## config.mk

```make
export PLATFORM = sky130hd
export DESIGN_NAME = branch_operand_addressing
export DESIGN_NICKNAME = d
export VERILOG_FILES = /design/src/branch_operand_pkg.sv /design/src/table_memory.sv /design/src/branch_operand_addressing.sv
export SDC_FILE = /design/constraint.sdc
export NUM_CORES = 1
export LEC_CHECK = 0
export BUFFER_PORTS_ARGS = -buffer_cell sky130_fd_sc_hd__buf_2
export CAP_MARGIN = 20
export CORE_ASPECT_RATIO = 2
export CORE_UTILIZATION = 60
export CTS_CLUSTER_DIAMETER = 100
export DETAILED_ROUTE_END_ITERATION = 10
export GPL_TIMING_DRIVEN = 0
export PLACE_DENSITY = 0.86
export SLEW_MARGIN = 10
export SYNTH_ARGS = -nofsm -noshare
export SYNTH_HDL_FRONTEND = slang
export SYNTH_SLANG_ARGS = --single-unit
```

## constraint.sdc

```tcl
create_clock -name clk -period 4.45 [get_ports clk]
set_input_delay 0.445 -clock clk [delete_from_list [all_inputs] [get_ports clk]]
set_output_delay 0.445 -clock clk [all_outputs]
set_load 0.005 [all_outputs]
```

## src/branch_operand_pkg.sv

```systemverilog
// Constants and types for the branch target and operand address decoder
`default_nettype none
package branch_operand_pkg;
    localparam logic [15:0] PC_RESET          = 16'h0000;
    localparam logic [15:0] FIXED_AREA_BASE   = 16'h0800;
    localparam logic [15:0] TABLE_BASE        = 16'h0040;
    localparam logic [15:0] EXT_AREA_LO       = 16'hFFD0;
    localparam logic [15:0] EXT_AREA_HI       = 16'hFFDF;
    localparam logic [15:0] SFR_PAGE          = 16'hFF00;
    localparam int          TABLE_FIELD_LSB   = 1;
    localparam int          TABLE_FIELD_MSB   = 5;
    localparam int          DISP_SIGN_BIT     = 7;
    localparam logic [2:0]  CODE_X = 3'h0;
    localparam logic [2:0]  CODE_A = 3'h1;
    localparam logic [1:0]  PAIR_AX = 2'h0;

    typedef enum logic [3:0] {
        OP_SEQ        = 4'h0,
        OP_REL        = 4'h1,
        OP_ABS16      = 4'h2,
        OP_FIXED_CALL = 4'h3,
        OP_TABLE_CALL = 4'h4,
        OP_REG_JUMP   = 4'h5,
        OP_MULTIPLY   = 4'h6,
        OP_DIVIDE     = 4'h7,
        OP_DEC_ADJUST = 4'h8,
        OP_DIGIT_ROT  = 4'h9,
        OP_REG_BYTE   = 4'hA,
        OP_REG_PAIR   = 4'hB,
        OP_SFR        = 4'hC
    } op_kind_t;

    typedef enum logic [1:0] {
        ST_IDLE       = 2'b00,
        ST_TABLE_WAIT = 2'b01,
        ST_TABLE_LOAD = 2'b11
    } state_t;
endpackage
`default_nettype wire

```

## src/table_memory.sv

```systemverilog
// Branch address table memory with registered read data
`default_nettype none
module table_memory (
    input  wire logic        clk,
    input  wire logic        wr_en,
    input  wire logic [4:0]  wr_index,
    input  wire logic [15:0] wr_data,
    input  wire logic        rd_en,
    input  wire logic [4:0]  rd_index,
    output var  logic [15:0] rd_data
);
    logic [15:0] entry_mem [0:31];

    always_ff @(posedge clk) begin
        if (wr_en) begin
            entry_mem[wr_index] <= wr_data;
        end
    end

    always_ff @(posedge clk) begin
        if (rd_en) begin
            rd_data <= entry_mem[rd_index];
        end
    end
endmodule // table_memory
`default_nettype wire

```

## src/branch_operand_addressing.sv

```systemverilog
// Next program counter and operand register / address selection
`default_nettype none
module branch_operand_addressing (
    input  wire logic        clk,
    input  wire logic        reset_n,
    input  wire logic        instr_valid,
    input  wire logic [3:0]  op_kind,
    input  wire logic [2:0]  instr_length,
    input  wire logic        branch_taken,
    input  wire logic [7:0]  relative_displacement,
    input  wire logic [15:0] immediate_addr,
    input  wire logic [7:0]  opcode,
    input  wire logic [15:0] accumulator_pair,
    input  wire logic        bank_select_low,
    input  wire logic        bank_select_high,
    input  wire logic [2:0]  byte_register_code,
    input  wire logic [1:0]  pair_register_code,
    input  wire logic [7:0]  sfr_offset,
    input  wire logic        table_wr_en,
    input  wire logic [4:0]  table_wr_index,
    input  wire logic [15:0] table_wr_data,
    output var  logic [15:0] program_counter,
    output var  logic        busy,
    output var  logic        pc_loaded,
    output var  logic [4:0]  src_reg_index,
    output var  logic [4:0]  dst_reg_index,
    output var  logic        dst_is_pair,
    output var  logic [15:0] sfr_address,
    output var  logic        sfr_address_valid,
    output var  logic        sfr_address_fault
);
    branch_operand_pkg::state_t state_reg;
    branch_operand_pkg::state_t state_next;
    logic [15:0] pc_reg;
    logic [15:0] pc_next;
    logic        loaded_reg;
    logic [15:0] seq_pc;
    logic [15:0] rel_pc;
    logic [15:0] fixed_pc;
    logic [4:0]  table_index;
    logic [15:0] table_data;
    logic        table_rd;
    logic [1:0]  bank;
    logic [15:0] sfr_addr_comb;
    logic        sfr_ext_hit;
    branch_operand_pkg::op_kind_t kind;

    // Register file index: bank in the upper bits, byte code below
    function automatic logic [4:0] byte_index(input logic [1:0] b, input logic [2:0] code);
        byte_index = {b, code};
    endfunction

    // Pair code n names bytes 2n (low) and 2n+1 (high), so AX,BC,DE,HL
    function automatic logic [4:0] pair_index(input logic [1:0] b, input logic [1:0] code);
        pair_index = {b, code, 1'b0};
    endfunction

    assign kind  = branch_operand_pkg::op_kind_t'(op_kind);
    assign bank  = {bank_select_high, bank_select_low};
    // Byte length is at most seven, so carry past bit 15 just wraps
    assign seq_pc = pc_reg + {13'h0000, instr_length};
    // Sum is cut to 16 bits so a branch across the top wraps
    assign rel_pc = seq_pc + {{8{relative_displacement[branch_operand_pkg::DISP_SIGN_BIT]}},
                              relative_displacement};
    assign fixed_pc = branch_operand_pkg::FIXED_AREA_BASE
                    | {5'h00, immediate_addr[10:0]};
    assign table_index = opcode[branch_operand_pkg::TABLE_FIELD_MSB:
                                branch_operand_pkg::TABLE_FIELD_LSB];
    assign table_rd = instr_valid && (state_reg == branch_operand_pkg::ST_IDLE)
                   && (kind == branch_operand_pkg::OP_TABLE_CALL);

    // Table slots are the words at 40H..7FH; slot i lives at 40H + 2i
    table_memory u_table (
        .clk      (clk),
        .wr_en    (table_wr_en),
        .wr_index (table_wr_index),
        .wr_data  (table_wr_data),
        .rd_en    (table_rd),
        .rd_index (table_index),
        .rd_data  (table_data)
    );

    assign sfr_addr_comb = branch_operand_pkg::SFR_PAGE | {8'h00, sfr_offset};
    assign sfr_ext_hit = (sfr_addr_comb >= branch_operand_pkg::EXT_AREA_LO)
                      && (sfr_addr_comb <= branch_operand_pkg::EXT_AREA_HI);

    always_comb begin
        state_next = state_reg;
        case (state_reg)
            branch_operand_pkg::ST_IDLE: begin
                if (table_rd) begin
                    state_next = branch_operand_pkg::ST_TABLE_WAIT;
                end
            end
            branch_operand_pkg::ST_TABLE_WAIT: begin
                state_next = branch_operand_pkg::ST_TABLE_LOAD;
            end
            branch_operand_pkg::ST_TABLE_LOAD: begin
                state_next = branch_operand_pkg::ST_IDLE;
            end
            default: begin
                state_next = branch_operand_pkg::ST_IDLE;
            end
        endcase
    end

    always_comb begin
        pc_next = pc_reg;
        if (state_reg == branch_operand_pkg::ST_TABLE_LOAD) begin
            pc_next = table_data;
        end else if (instr_valid && state_reg == branch_operand_pkg::ST_IDLE) begin
            case (kind)
                branch_operand_pkg::OP_REL: begin
                    pc_next = branch_taken ? rel_pc : seq_pc;
                end
                branch_operand_pkg::OP_ABS16: begin
                    pc_next = immediate_addr;
                end
                branch_operand_pkg::OP_FIXED_CALL: begin
                    pc_next = fixed_pc;
                end
                branch_operand_pkg::OP_TABLE_CALL: begin
                    pc_next = pc_reg;
                end
                branch_operand_pkg::OP_REG_JUMP: begin
                    pc_next = accumulator_pair;
                end
                default: begin
                    pc_next = seq_pc;
                end
            endcase
        end
    end

    always_ff @(posedge clk) begin
        if (!reset_n) begin
            state_reg <= branch_operand_pkg::ST_IDLE;
        end else begin
            state_reg <= state_next;
        end
    end

    always_ff @(posedge clk) begin
        if (!reset_n) begin
            pc_reg     <= branch_operand_pkg::PC_RESET;
            loaded_reg <= 1'b0;
        end else begin
            pc_reg     <= pc_next;
            loaded_reg <= (state_reg == branch_operand_pkg::ST_TABLE_LOAD)
                       || (instr_valid && !table_rd
                           && state_reg == branch_operand_pkg::ST_IDLE);
        end
    end

    assign program_counter = pc_reg;
    assign pc_loaded       = loaded_reg;
    // Both wait states carry bit 0 set, so busy is a flop bit and needs no decode
    assign busy            = state_reg[0];

    // Operand register selection, registered toward the datapath
    always_ff @(posedge clk) begin
        if (!reset_n) begin
            src_reg_index <= 5'h00;
            dst_reg_index <= 5'h00;
            dst_is_pair   <= 1'b0;
        end else if (instr_valid && state_reg == branch_operand_pkg::ST_IDLE) begin
            case (kind)
                branch_operand_pkg::OP_MULTIPLY: begin
                    src_reg_index <= byte_index(bank, branch_operand_pkg::CODE_A);
                    dst_reg_index <= pair_index(bank, branch_operand_pkg::PAIR_AX);
                    dst_is_pair   <= 1'b1;
                end
                branch_operand_pkg::OP_DIVIDE: begin
                    src_reg_index <= pair_index(bank, branch_operand_pkg::PAIR_AX);
                    dst_reg_index <= pair_index(bank, branch_operand_pkg::PAIR_AX);
                    dst_is_pair   <= 1'b1;
                end
                branch_operand_pkg::OP_DEC_ADJUST: begin
                    src_reg_index <= byte_index(bank, branch_operand_pkg::CODE_A);
                    dst_reg_index <= byte_index(bank, branch_operand_pkg::CODE_A);
                    dst_is_pair   <= 1'b0;
                end
                branch_operand_pkg::OP_DIGIT_ROT: begin
                    src_reg_index <= byte_index(bank, branch_operand_pkg::CODE_A);
                    dst_reg_index <= byte_index(bank, branch_operand_pkg::CODE_A);
                    dst_is_pair   <= 1'b0;
                end
                branch_operand_pkg::OP_REG_BYTE: begin
                    src_reg_index <= byte_index(bank, byte_register_code);
                    dst_reg_index <= byte_index(bank, byte_register_code);
                    dst_is_pair   <= 1'b0;
                end
                branch_operand_pkg::OP_REG_PAIR: begin
                    src_reg_index <= pair_index(bank, pair_register_code);
                    dst_reg_index <= pair_index(bank, pair_register_code);
                    dst_is_pair   <= 1'b1;
                end
                default: begin
                    src_reg_index <= src_reg_index;
                    dst_reg_index <= dst_reg_index;
                    dst_is_pair   <= dst_is_pair;
                end
            endcase
        end
    end

    // Short register form; an external window address is loaded but flagged as a fault, with valid held low
    always_ff @(posedge clk) begin
        if (!reset_n) begin
            sfr_address       <= 16'h0000;
            sfr_address_valid <= 1'b0;
            sfr_address_fault <= 1'b0;
        end else begin
            sfr_address_valid <= 1'b0;
            sfr_address_fault <= 1'b0;
            if (instr_valid && state_reg == branch_operand_pkg::ST_IDLE
                && kind == branch_operand_pkg::OP_SFR) begin
                sfr_address       <= sfr_addr_comb;
                sfr_address_valid <= !sfr_ext_hit;
                sfr_address_fault <= sfr_ext_hit;
            end
        end
    end
endmodule // branch_operand_addressing
`default_nettype wire

```

Word level (Yosys, flattened, before mapping)
Memory sizes are Yosys's and may differ from the RTL's. A register that Yosys moved wholly into a read port is not among the register bits. Index checks and enable logic that the tools add are counted.

Mux-type cells: 11. Reduce and logical (&&, ||, !) cells: 24. Eq/ne operators: 16. Order comparisons: 2. Add/sub/neg operators: 2.

Operators with widths (count): case mux 16 bit (5 select lines) (1); 2-to-1 mux 16 bit (3); case mux 5 bit (4 select lines) (2); equality test 4 bit, second input constant (5); adder 16 bit (1); adder 16 x 3 -> 16 bit (1); equality test 4 x 3 -> 1 bit, second input constant (4); >= comparator 16 bit, second input constant (1); <= comparator 16 bit, second input constant (1); AND reduction 2 bit (5); OR reduction 3 bit (3); equality test 4 x 2 -> 1 bit, second input constant (2); nonzero test 4 bit (2); logical AND 1 bit (6); equality test 4 x 1 -> 1 bit, second input constant (1); case mux 2 bit (2 select lines) (1); nonzero test 2 bit (2); OR reduction 2 bit (2); equality test 2 x 1 -> 1 bit, second input constant (1); equality test 2 bit, second input constant (1); zero test 1 bit (2); zero test 2 bit (1); 2-to-1 mux 1 bit (2); 2-to-1 mux 2 bit (1); other kinds (4) (4).

Bits in registers: 41. Memories kept: 1. RAM bits: 512. Word-level logic and storage cells: 65.

Memory list: u_table.entry_mem (words 32, bits a word 16, rd ports 1, clocked after Yosys merged registers in 1, wr ports 1, RTL line table_memory.sv:12) `logic [15:0] entry_mem [0:31];`.

Depth between registers and ports, before layout
Gate-level depths: netlist of run 1.

Word-level depth: 7. Mapped depth: 15. Mapped depth without buffers: 15.

By module
Synthesis of run 1 repeated with hierarchy kept, for this count alone.

Cell total of the unflattened synthesis: 1567. Area total of the unflattened synthesis: 23948.0 um^2.

By module, submodules not included: table_memory (cells an instance 1143, instances 1, area each 20696.1 um^2); branch_operand_addressing (cells an instance 424, instances 1, area each 3251.9 um^2).

Least setup slack after synthesis of run 1
OpenSTA, ideal clock, no wires.

Path type: input-to-reg. Start: input port instr_length[0]. End: register pc_reg[14], in the netlist program_counter[14]. Library setup time: 0.115 ns. Arrival time: 3.147 ns. Setup slack: 1.188 ns. Stages: 12. Cells stage by stage: ha_1 > fa_1 > a21oi_1 > nor3b_1 > xor2_1 > ha_1 > a2111oi_0 > a211oi_1 > a221oi_2 > xor2_1 > o2111ai_1 > and3_1.

Longest elaborated chain between the ends: 6.

Ends and longest elaborated chain: from (decl) (RTL line branch_operand_addressing.sv:8) `input wire logic [2:0] instr_length,`; adder 16 x 3 -> 16 bit (*) (RTL line branch_operand_addressing.sv:61) `assign seq_pc = pc_reg + {13'h0000, instr_length};`; adder 16 bit (RTL line branch_operand_addressing.sv:63) `assign rel_pc = seq_pc + {{8{relative_displacement[branch_operand_pkg::DISP_SIGN_BIT]}},`; 2-to-1 mux 16 bit (RTL line branch_operand_addressing.sv:114) `pc_next = branch_taken ? rel_pc : seq_pc;`; case mux 16 bit (5 select lines) (*) (RTL line branch_operand_addressing.sv:112) `case (kind)`; 2-to-1 mux 16 bit (*) (RTL line branch_operand_addressing.sv:111) `end else if (instr_valid && state_reg == branch_operand_pkg::ST_IDLE) begin`; 2-to-1 mux 16 bit (*) (RTL line branch_operand_addressing.sv:109) `if (state_reg == branch_operand_pkg::ST_TABLE_LOAD) begin`; to (signal assigned) (RTL line branch_operand_addressing.sv:145) `pc_reg <= branch_operand_pkg::PC_RESET;`; to (signal assigned) (RTL line branch_operand_addressing.sv:148) `pc_reg <= pc_next;`; to (decl) (RTL line branch_operand_addressing.sv:34) `logic [15:0] pc_reg;`.

Every way passes the cells marked *; elsewhere a longest branch is shown, timed or not. The select of a mux whose other input is x is not followed. A chain may end at the register's enable or synchronous reset.

Worst setup path after layout of run 1
Start: register pc_reg[2], in the netlist program_counter[2]. End: register pc_reg[14], in the netlist program_counter[14].

Longest elaborated chain between the ends: 6.

Ends and longest elaborated chain (RTL line): adder 16 x 3 -> 16 bit (*) (branch_operand_addressing.sv:61); adder 16 bit (branch_operand_addressing.sv:63); 2-to-1 mux 16 bit (branch_operand_addressing.sv:114); case mux 16 bit (5 select lines) (*) (branch_operand_addressing.sv:112); 2-to-1 mux 16 bit (*) (branch_operand_addressing.sv:111); 2-to-1 mux 16 bit (*) (branch_operand_addressing.sv:109).

Marks and branches as above.

==> results_dict.tcl, run 1 <==
set metrics [dict create \
    clock_path_buffers 3 \
    synthCells 1209 \
    slew_headroom 0.3003 \
    cts_setup_buffers 0 \
    drt_iter0_drc 1122 \
    cp_max_fo 8 \
    r2r_cells 11 \
    p_leak_nw 8.640 \
    required_ps 4900 \
    worstSetupEndpointType "flop" \
    core_area_mm2 0.03804 \
    synthToLayoutAreaGrowth_pct 12.84 \
    grt_remaining_overflow 0 \
    grt_use_total 0.3276 \
    cts.sinks 569 \
    place.gp.congestion 0.9337 \
    hp-class "in2reg" \
    fin_crit_sh 0.9254 \
    max-vdd-ir-drop_mv 0.3618 \
    syn_nets 1325 \
    synth_edf_count 528 \
    synthArstFlopShare 0 \
    yosysWarnings 0 \
    clk_pin_slew_ps 80 \
    worstSetupStartpointType "flop" \
    dieArea_mm2 0.03964 \
    stdcell_count 1953 \
    die_h_um 280.6 \
    clock_skew_ps 19.03 \
    largest_reg_flops 512 \
    crit_arrival_ps 4570 \
    whs_ps 134.0 \
    reg2reg_from "program_counter[2]" \
    fin_util 0.6907 \
    tightest_slew_ps 1043 \
    ys_ff_latch 569 \
    status "finished, final reports clean" \
    grt_start_max_net_pins 33 \
    post-dp-hpwl_um 42280 \
    syn_area_mm2 0.02328 \
    min_from "sfr_offset[0]" \
    grt_pass1_vias 13090 \
    cts_buffers 45 \
    setup_viol 0 \
    fmax_mhz 242.8 \
    die_width_um 141.3 \
    synth_ff_type "edfxtp_1" \
    cts_hold_buf 0 \
    filler_cell_count 2354 \
    hold_viol_final 0 \
    wire_per_inst_um 31.76 \
    drv_slew 0 \
    drv_cap 0 \
    fin_tns_setup_ps 0 \
    grt_pass1_wl_um 88440 \
    r2r_slack_ps 330 \
    rows 101 \
    synth_most_common_cell "edfxtp_1" \
    antennaDiodeCount 0 \
    insertion_delay_ps 580 \
    routed_wl_um 62030 \
    drive_above_1_share 0.3178 \
    initial_core_util 0.6121 \
    rsz0062_at_grt "no" \
    powerDensity_mw_per_mm2 406.6 \
    min_to "sfr_address[0]" \
    yosys-top-cells-area "edfxtp_1 (68%), mux4_2 (15%), dfxtp_1 (3.5%)" \
    ys_seq_area_frac 0.7163 \
    r2r_end "program_counter[14]" \
    crit_type "reg2reg" \
    yosysTopAreaCell "edfxtp_1" \
    period_minus_slack_ps 4118 \
    h-tree-depth 2 \
    final_nets 1521 \
    ioPinCount 143 \
    ys_top_cells_by_count "edfxtp_1 (528), mux4_2 (160), nand2_1 (54)" \
    synth.avg_cell_area_um2 19.26 \
    drc 0 \
    dp_cells 1873 \
    ant_nets 0 \
    via_per_inst 6.588 \
    antenna_found_initial 1 \
    synth_cell_types 60 \
    regMostFlops "u_table.entry_mem" \
    holdPathStages 3 \
    port_buffers 135 \
    vias 12870 \
    root_buffer "clkbuf_16" \
    cts_tree "yes" \
    firstDrtPassIters 5 \
    synth_top_area_share 0.6810 \
    cts.repair.resized 0 \
]
## stage by stage
stage	setup WS [ps]	power, mW	area (µm²)
6_report	331.8	10.68	26270
3_3_place_gp	195.1	6.838	24600
5_1_grt	244.1	10.94	26270
3_5_place_dp	219.2	6.883	24870
4_1_cts	418.2	10.70	26270
2_1_floorplan	1188	6.507	23280
## worst max-delay path, cell delays in order (launching register included)
cell and delay, ps:
dfxtp_1 340, ha_1 350, a21oi_1 120, a21oi_1 700, xor2_1 180, ha_1 380
a2111oi_0 710, a211oi_1 320, a221oi_2 390, xor2_1 170, o2111ai_1 110, and3_1 220
## kinds of logic (layout without fill, tap and decap cells)
| logic type | Yosys count | in the layout | synth area share |
|---|---|---|---|
| mux | 188 | 188 | 0.1677 |
| xor+xnor | 22 | 22 | 0.008276 |
| flops | 569 | 569 | 0.7163 |
| compound gates | 142 | 142 | 0.04063 |
| simple gates | 193 | 193 | 0.04133 |
| buf+inv | 75 | 304 | 0.01446 |
| fa+ha+maj | 20 | 20 | 0.01139 |
## routing by layer
metal  global-route usage  routed length [µm]  vias up
li1                     -                   -     5365
met1               0.3353               18370     6447
met2               0.5764               32920      805
met3              0.04130                3999      247
met4               0.3027                6727        2
met5                    0                  11        -
## worst max-delay path by stage
stage,slack (ps),depth (start not counted),to,startpoint
after CTS,420,11,program_counter[14],program_counter[2]
after global routing,240,11,program_counter[14],program_counter[2]
after detailed placement,220,12,program_counter[14],instr_length[2]
final,330,11,program_counter[14],program_counter[2]
after floorplan,1190,12,program_counter[14],instr_length[0]
after global placement,200,12,program_counter[14],instr_length[2]
## report_power, final
group          internal, mW  switching (mW)
Sequential             5.91          0.0307
Clock                  2.05            1.85
Combinational         0.329           0.506
Total                  8.29            2.39
## layout by cell type (no fill, tap or decap), types with 15 or more instances in the layout
| cell type | count |
|---|---|
| nand2_1 | 54 |
| o21ai_0 | 27 |
| clkbuf_1 | 37 |
| nand3_1 | 15 |
| nor2_2 | 32 |
| mux4_2 | 160 |
| ha_1 | 18 |
| a21oi_1 | 39 |
| mux2_2 | 16 |
| nor2b_1 | 19 |
| nor2_1 | 20 |
| clkbuf_16 | 47 |
| edfxtp_1 | 528 |
| dfxtp_1 | 41 |
| buf_2 | 150 |
## cell type report
class / instances / area (µm²) / share of cell area
buffer: 64 / 295.3 / 0.01124
timing repair buffer: 149 / 849.6 / 0.03234
tap: 515 / 644.4 / 0.02453
sequential: 569 / 16680 / 0.6348
multi-input combinational: 565 / 6362 / 0.2422
clock buffer: 51 / 1191 / 0.04534
inverter: 11 / 41.29 / 0.001572
clock inverter: 29 / 211.5 / 0.008049
(Power assumes the default switching activity.)
==> run 2, diff against run 1 <==
Settings changed: CORE_UTILIZATION 60 to 61, PLACE_DENSITY 0.86 to 0.87.
==> run 2 against run 1 <==
  * Die area down 1.6%
  * Worst hold slack better by 3.6 ps
  * Sequential share of layout area about the same
  * Non-clock buffer count up 1
  * Cell count down 2.7%
  * Wire length about the same
  * Clock skew up 18 ps
  * Register-to-register slack better by 70 ps
  * Highest routed layer unchanged
==> results_dict.tcl, run 2 (same netlist as run 1, synthesis figures left out) <==
set metrics [dict create \
    crit_start "program_counter[2]" \
    post-dp-hpwl_um 41750 \
    antenna_found_initial 2 \
    antennaDiodeCount 0 \
    fin_crit_sh 0.9095 \
    cp_max_fo 8 \
    tightest_slew_ps 995.3 \
    firstDrtPassIters 5 \
    synthToLayoutAreaGrowth_pct 12.86 \
    place.gp.congestion 0.9676 \
    min_from "sfr_offset[3]" \
    drc 0 \
    grt_remaining_overflow 0 \
    largest_reg_flops 512 \
    pwr-share-comb 0.077 \
    grt_start_max_net_pins 33 \
    reg2reg_from "program_counter[2]" \
    wire_per_inst_um 32.67 \
    crit_type "reg2reg" \
    setup_viol 0 \
    mostFrequentLayoutCell "edfxtp_1" \
    clock_path_buffers 3 \
    fmax_mhz 247.1 \
    switching_share 0.2231 \
    cts_hold_buf 0 \
    ioPinCount 143 \
    h-tree-depth 2 \
    crit_arrival_ps 4520 \
    slew_headroom 0.3309 \
    hp-class "in2reg" \
    core_area_mm2 0.03741 \
    clk_pin_slew_ps 80 \
    cts.repair.resized 0 \
    port_buffers 135 \
    die_width_um 140.1 \
    grt_use_total 0.3317 \
    preCtsSetupSlack_ps 242.3 \
    ant_nets 0 \
    filler_cell_count 2241 \
    insertion_delay_ps 600 \
    rsz0062_at_grt "no" \
    root_buffer "clkbuf_16" \
    vias 12900 \
    drv_cap 0 \
    fin_tns_setup_ps 0 \
    drive_above_1_share 0.3171 \
    period_minus_slack_ps 4047 \
    cts_setup_buffers 0 \
    drt_iter0_drc 1080 \
    grt_pass1_wl_um 89020 \
    worst_slack_ps 402.9 \
    drv_slew 0 \
    p_int_mw 8.404 \
    worstSetupStartpointType "flop" \
    regMostFlops "u_table.entry_mem" \
    cts_buffers 45 \
    worstSetupEndpointType "flop" \
    clkPwrFrac 0.373 \
    final_nets 1522 \
    seq_power_share 0.550 \
    clock_skew_ps 36.67 \
    routed_wl_um 62080 \
    cts.sinks 569 \
    p_sw_mw 2.413 \
    via_per_inst 6.792 \
    status "finished, final reports clean" \
    cts_tree "yes" \
    layout_common_cells "edfxtp_1 (528), mux4_2 (160), buf_2 (150)" \
    p_leak_nw 8.681 \
    hold_viol_final 0 \
    dieArea_mm2 0.03900 \
    grt_pass1_vias 13280 \
    rows 100 \
    required_ps 4920 \
    die_h_um 278.3 \
    max-vdd-ir-drop_mv 0.3907 \
    initial_core_util 0.6223 \
    powerDensity_mw_per_mm2 411.6 \
]
[run 2: layout make-up]
class / instances / area [µm²] / share of cell area
Buffer: 64 / 295.3 / 0.01124
Clock buffer: 48 / 1137 / 0.04328
Clock inverter: 34 / 321.6 / 0.01224
Inverter: 11 / 41.29 / 0.001571
Multi-Input combinational cell: 565 / 6362 / 0.2421
Sequential cell: 569 / 16680 / 0.6346
Tap cell: 459 / 574.3 / 0.02186
Timing Repair Buffer: 150 / 868.3 / 0.03305
[run 2: final timing paths]
check | end | slack [ps] | cells past startpoint
worst min register to register | src_reg_index[4] | 480 | 2
worst max-delay path | program_counter[14] | 400 | 11
worst max register to register | program_counter[14] | 400 | 11
worst min-delay path | sfr_address[3] | 140 | 3
[run 2: critical path, stage by stage, from the launching register on]
cell and delay [ps]:
dfxtp_1 330, ha_1 350, nand3_1 130, a21oi_1 660, xor2_1 180, ha_1 370, a2111oi_0 770, a211oi_1 310
a221oi_2 360, xor2_1 170, o2111ai_1 100, and3_1 200
[run 2: metrics by stage]
| stage | utilization | instance area (µm²) | total power, mW | instances | hold slack [ps] |
|---|---|---|---|---|---|
| 4_1_cts | 0.7024 | 26280 | 10.82 | 1900 | 131.2 |
| 3_5_place_dp | 0.6634 | 24820 | 6.880 | 1818 | 477.1 |
| 2_1_floorplan | - | 23280 | 6.507 | 1209 | 457.5 |
| 3_3_place_gp | 0.6558 | 24530 | 6.835 | 1803 | 454.9 |
| 6_report | 0.7024 | 26280 | 10.82 | 1900 | 137.6 |
| 5_1_grt | 0.7024 | 26280 | 11.06 | 1900 | 141.6 |
[run 2: power by group through the flow]
stage	Clock, mW	Combinational [mW]	Sequential (mW)
final	4.04	0.834	5.95
after global routing	4.24	0.868	5.95
after CTS	4.05	0.825	5.94
after detailed placement	0	0.819	6.06
after global placement	0	0.782	6.05
after floorplan	0	0.455	6.05
[run 2: per-layer routing]
metal,up-vias,wire length (µm),track usage
met3,227,4124,0.04508
met1,6495,18950,0.3479
met5,-,13,0
met4,2,6402,0.2899
li1,5362,-,-
met2,818,32590,0.5812
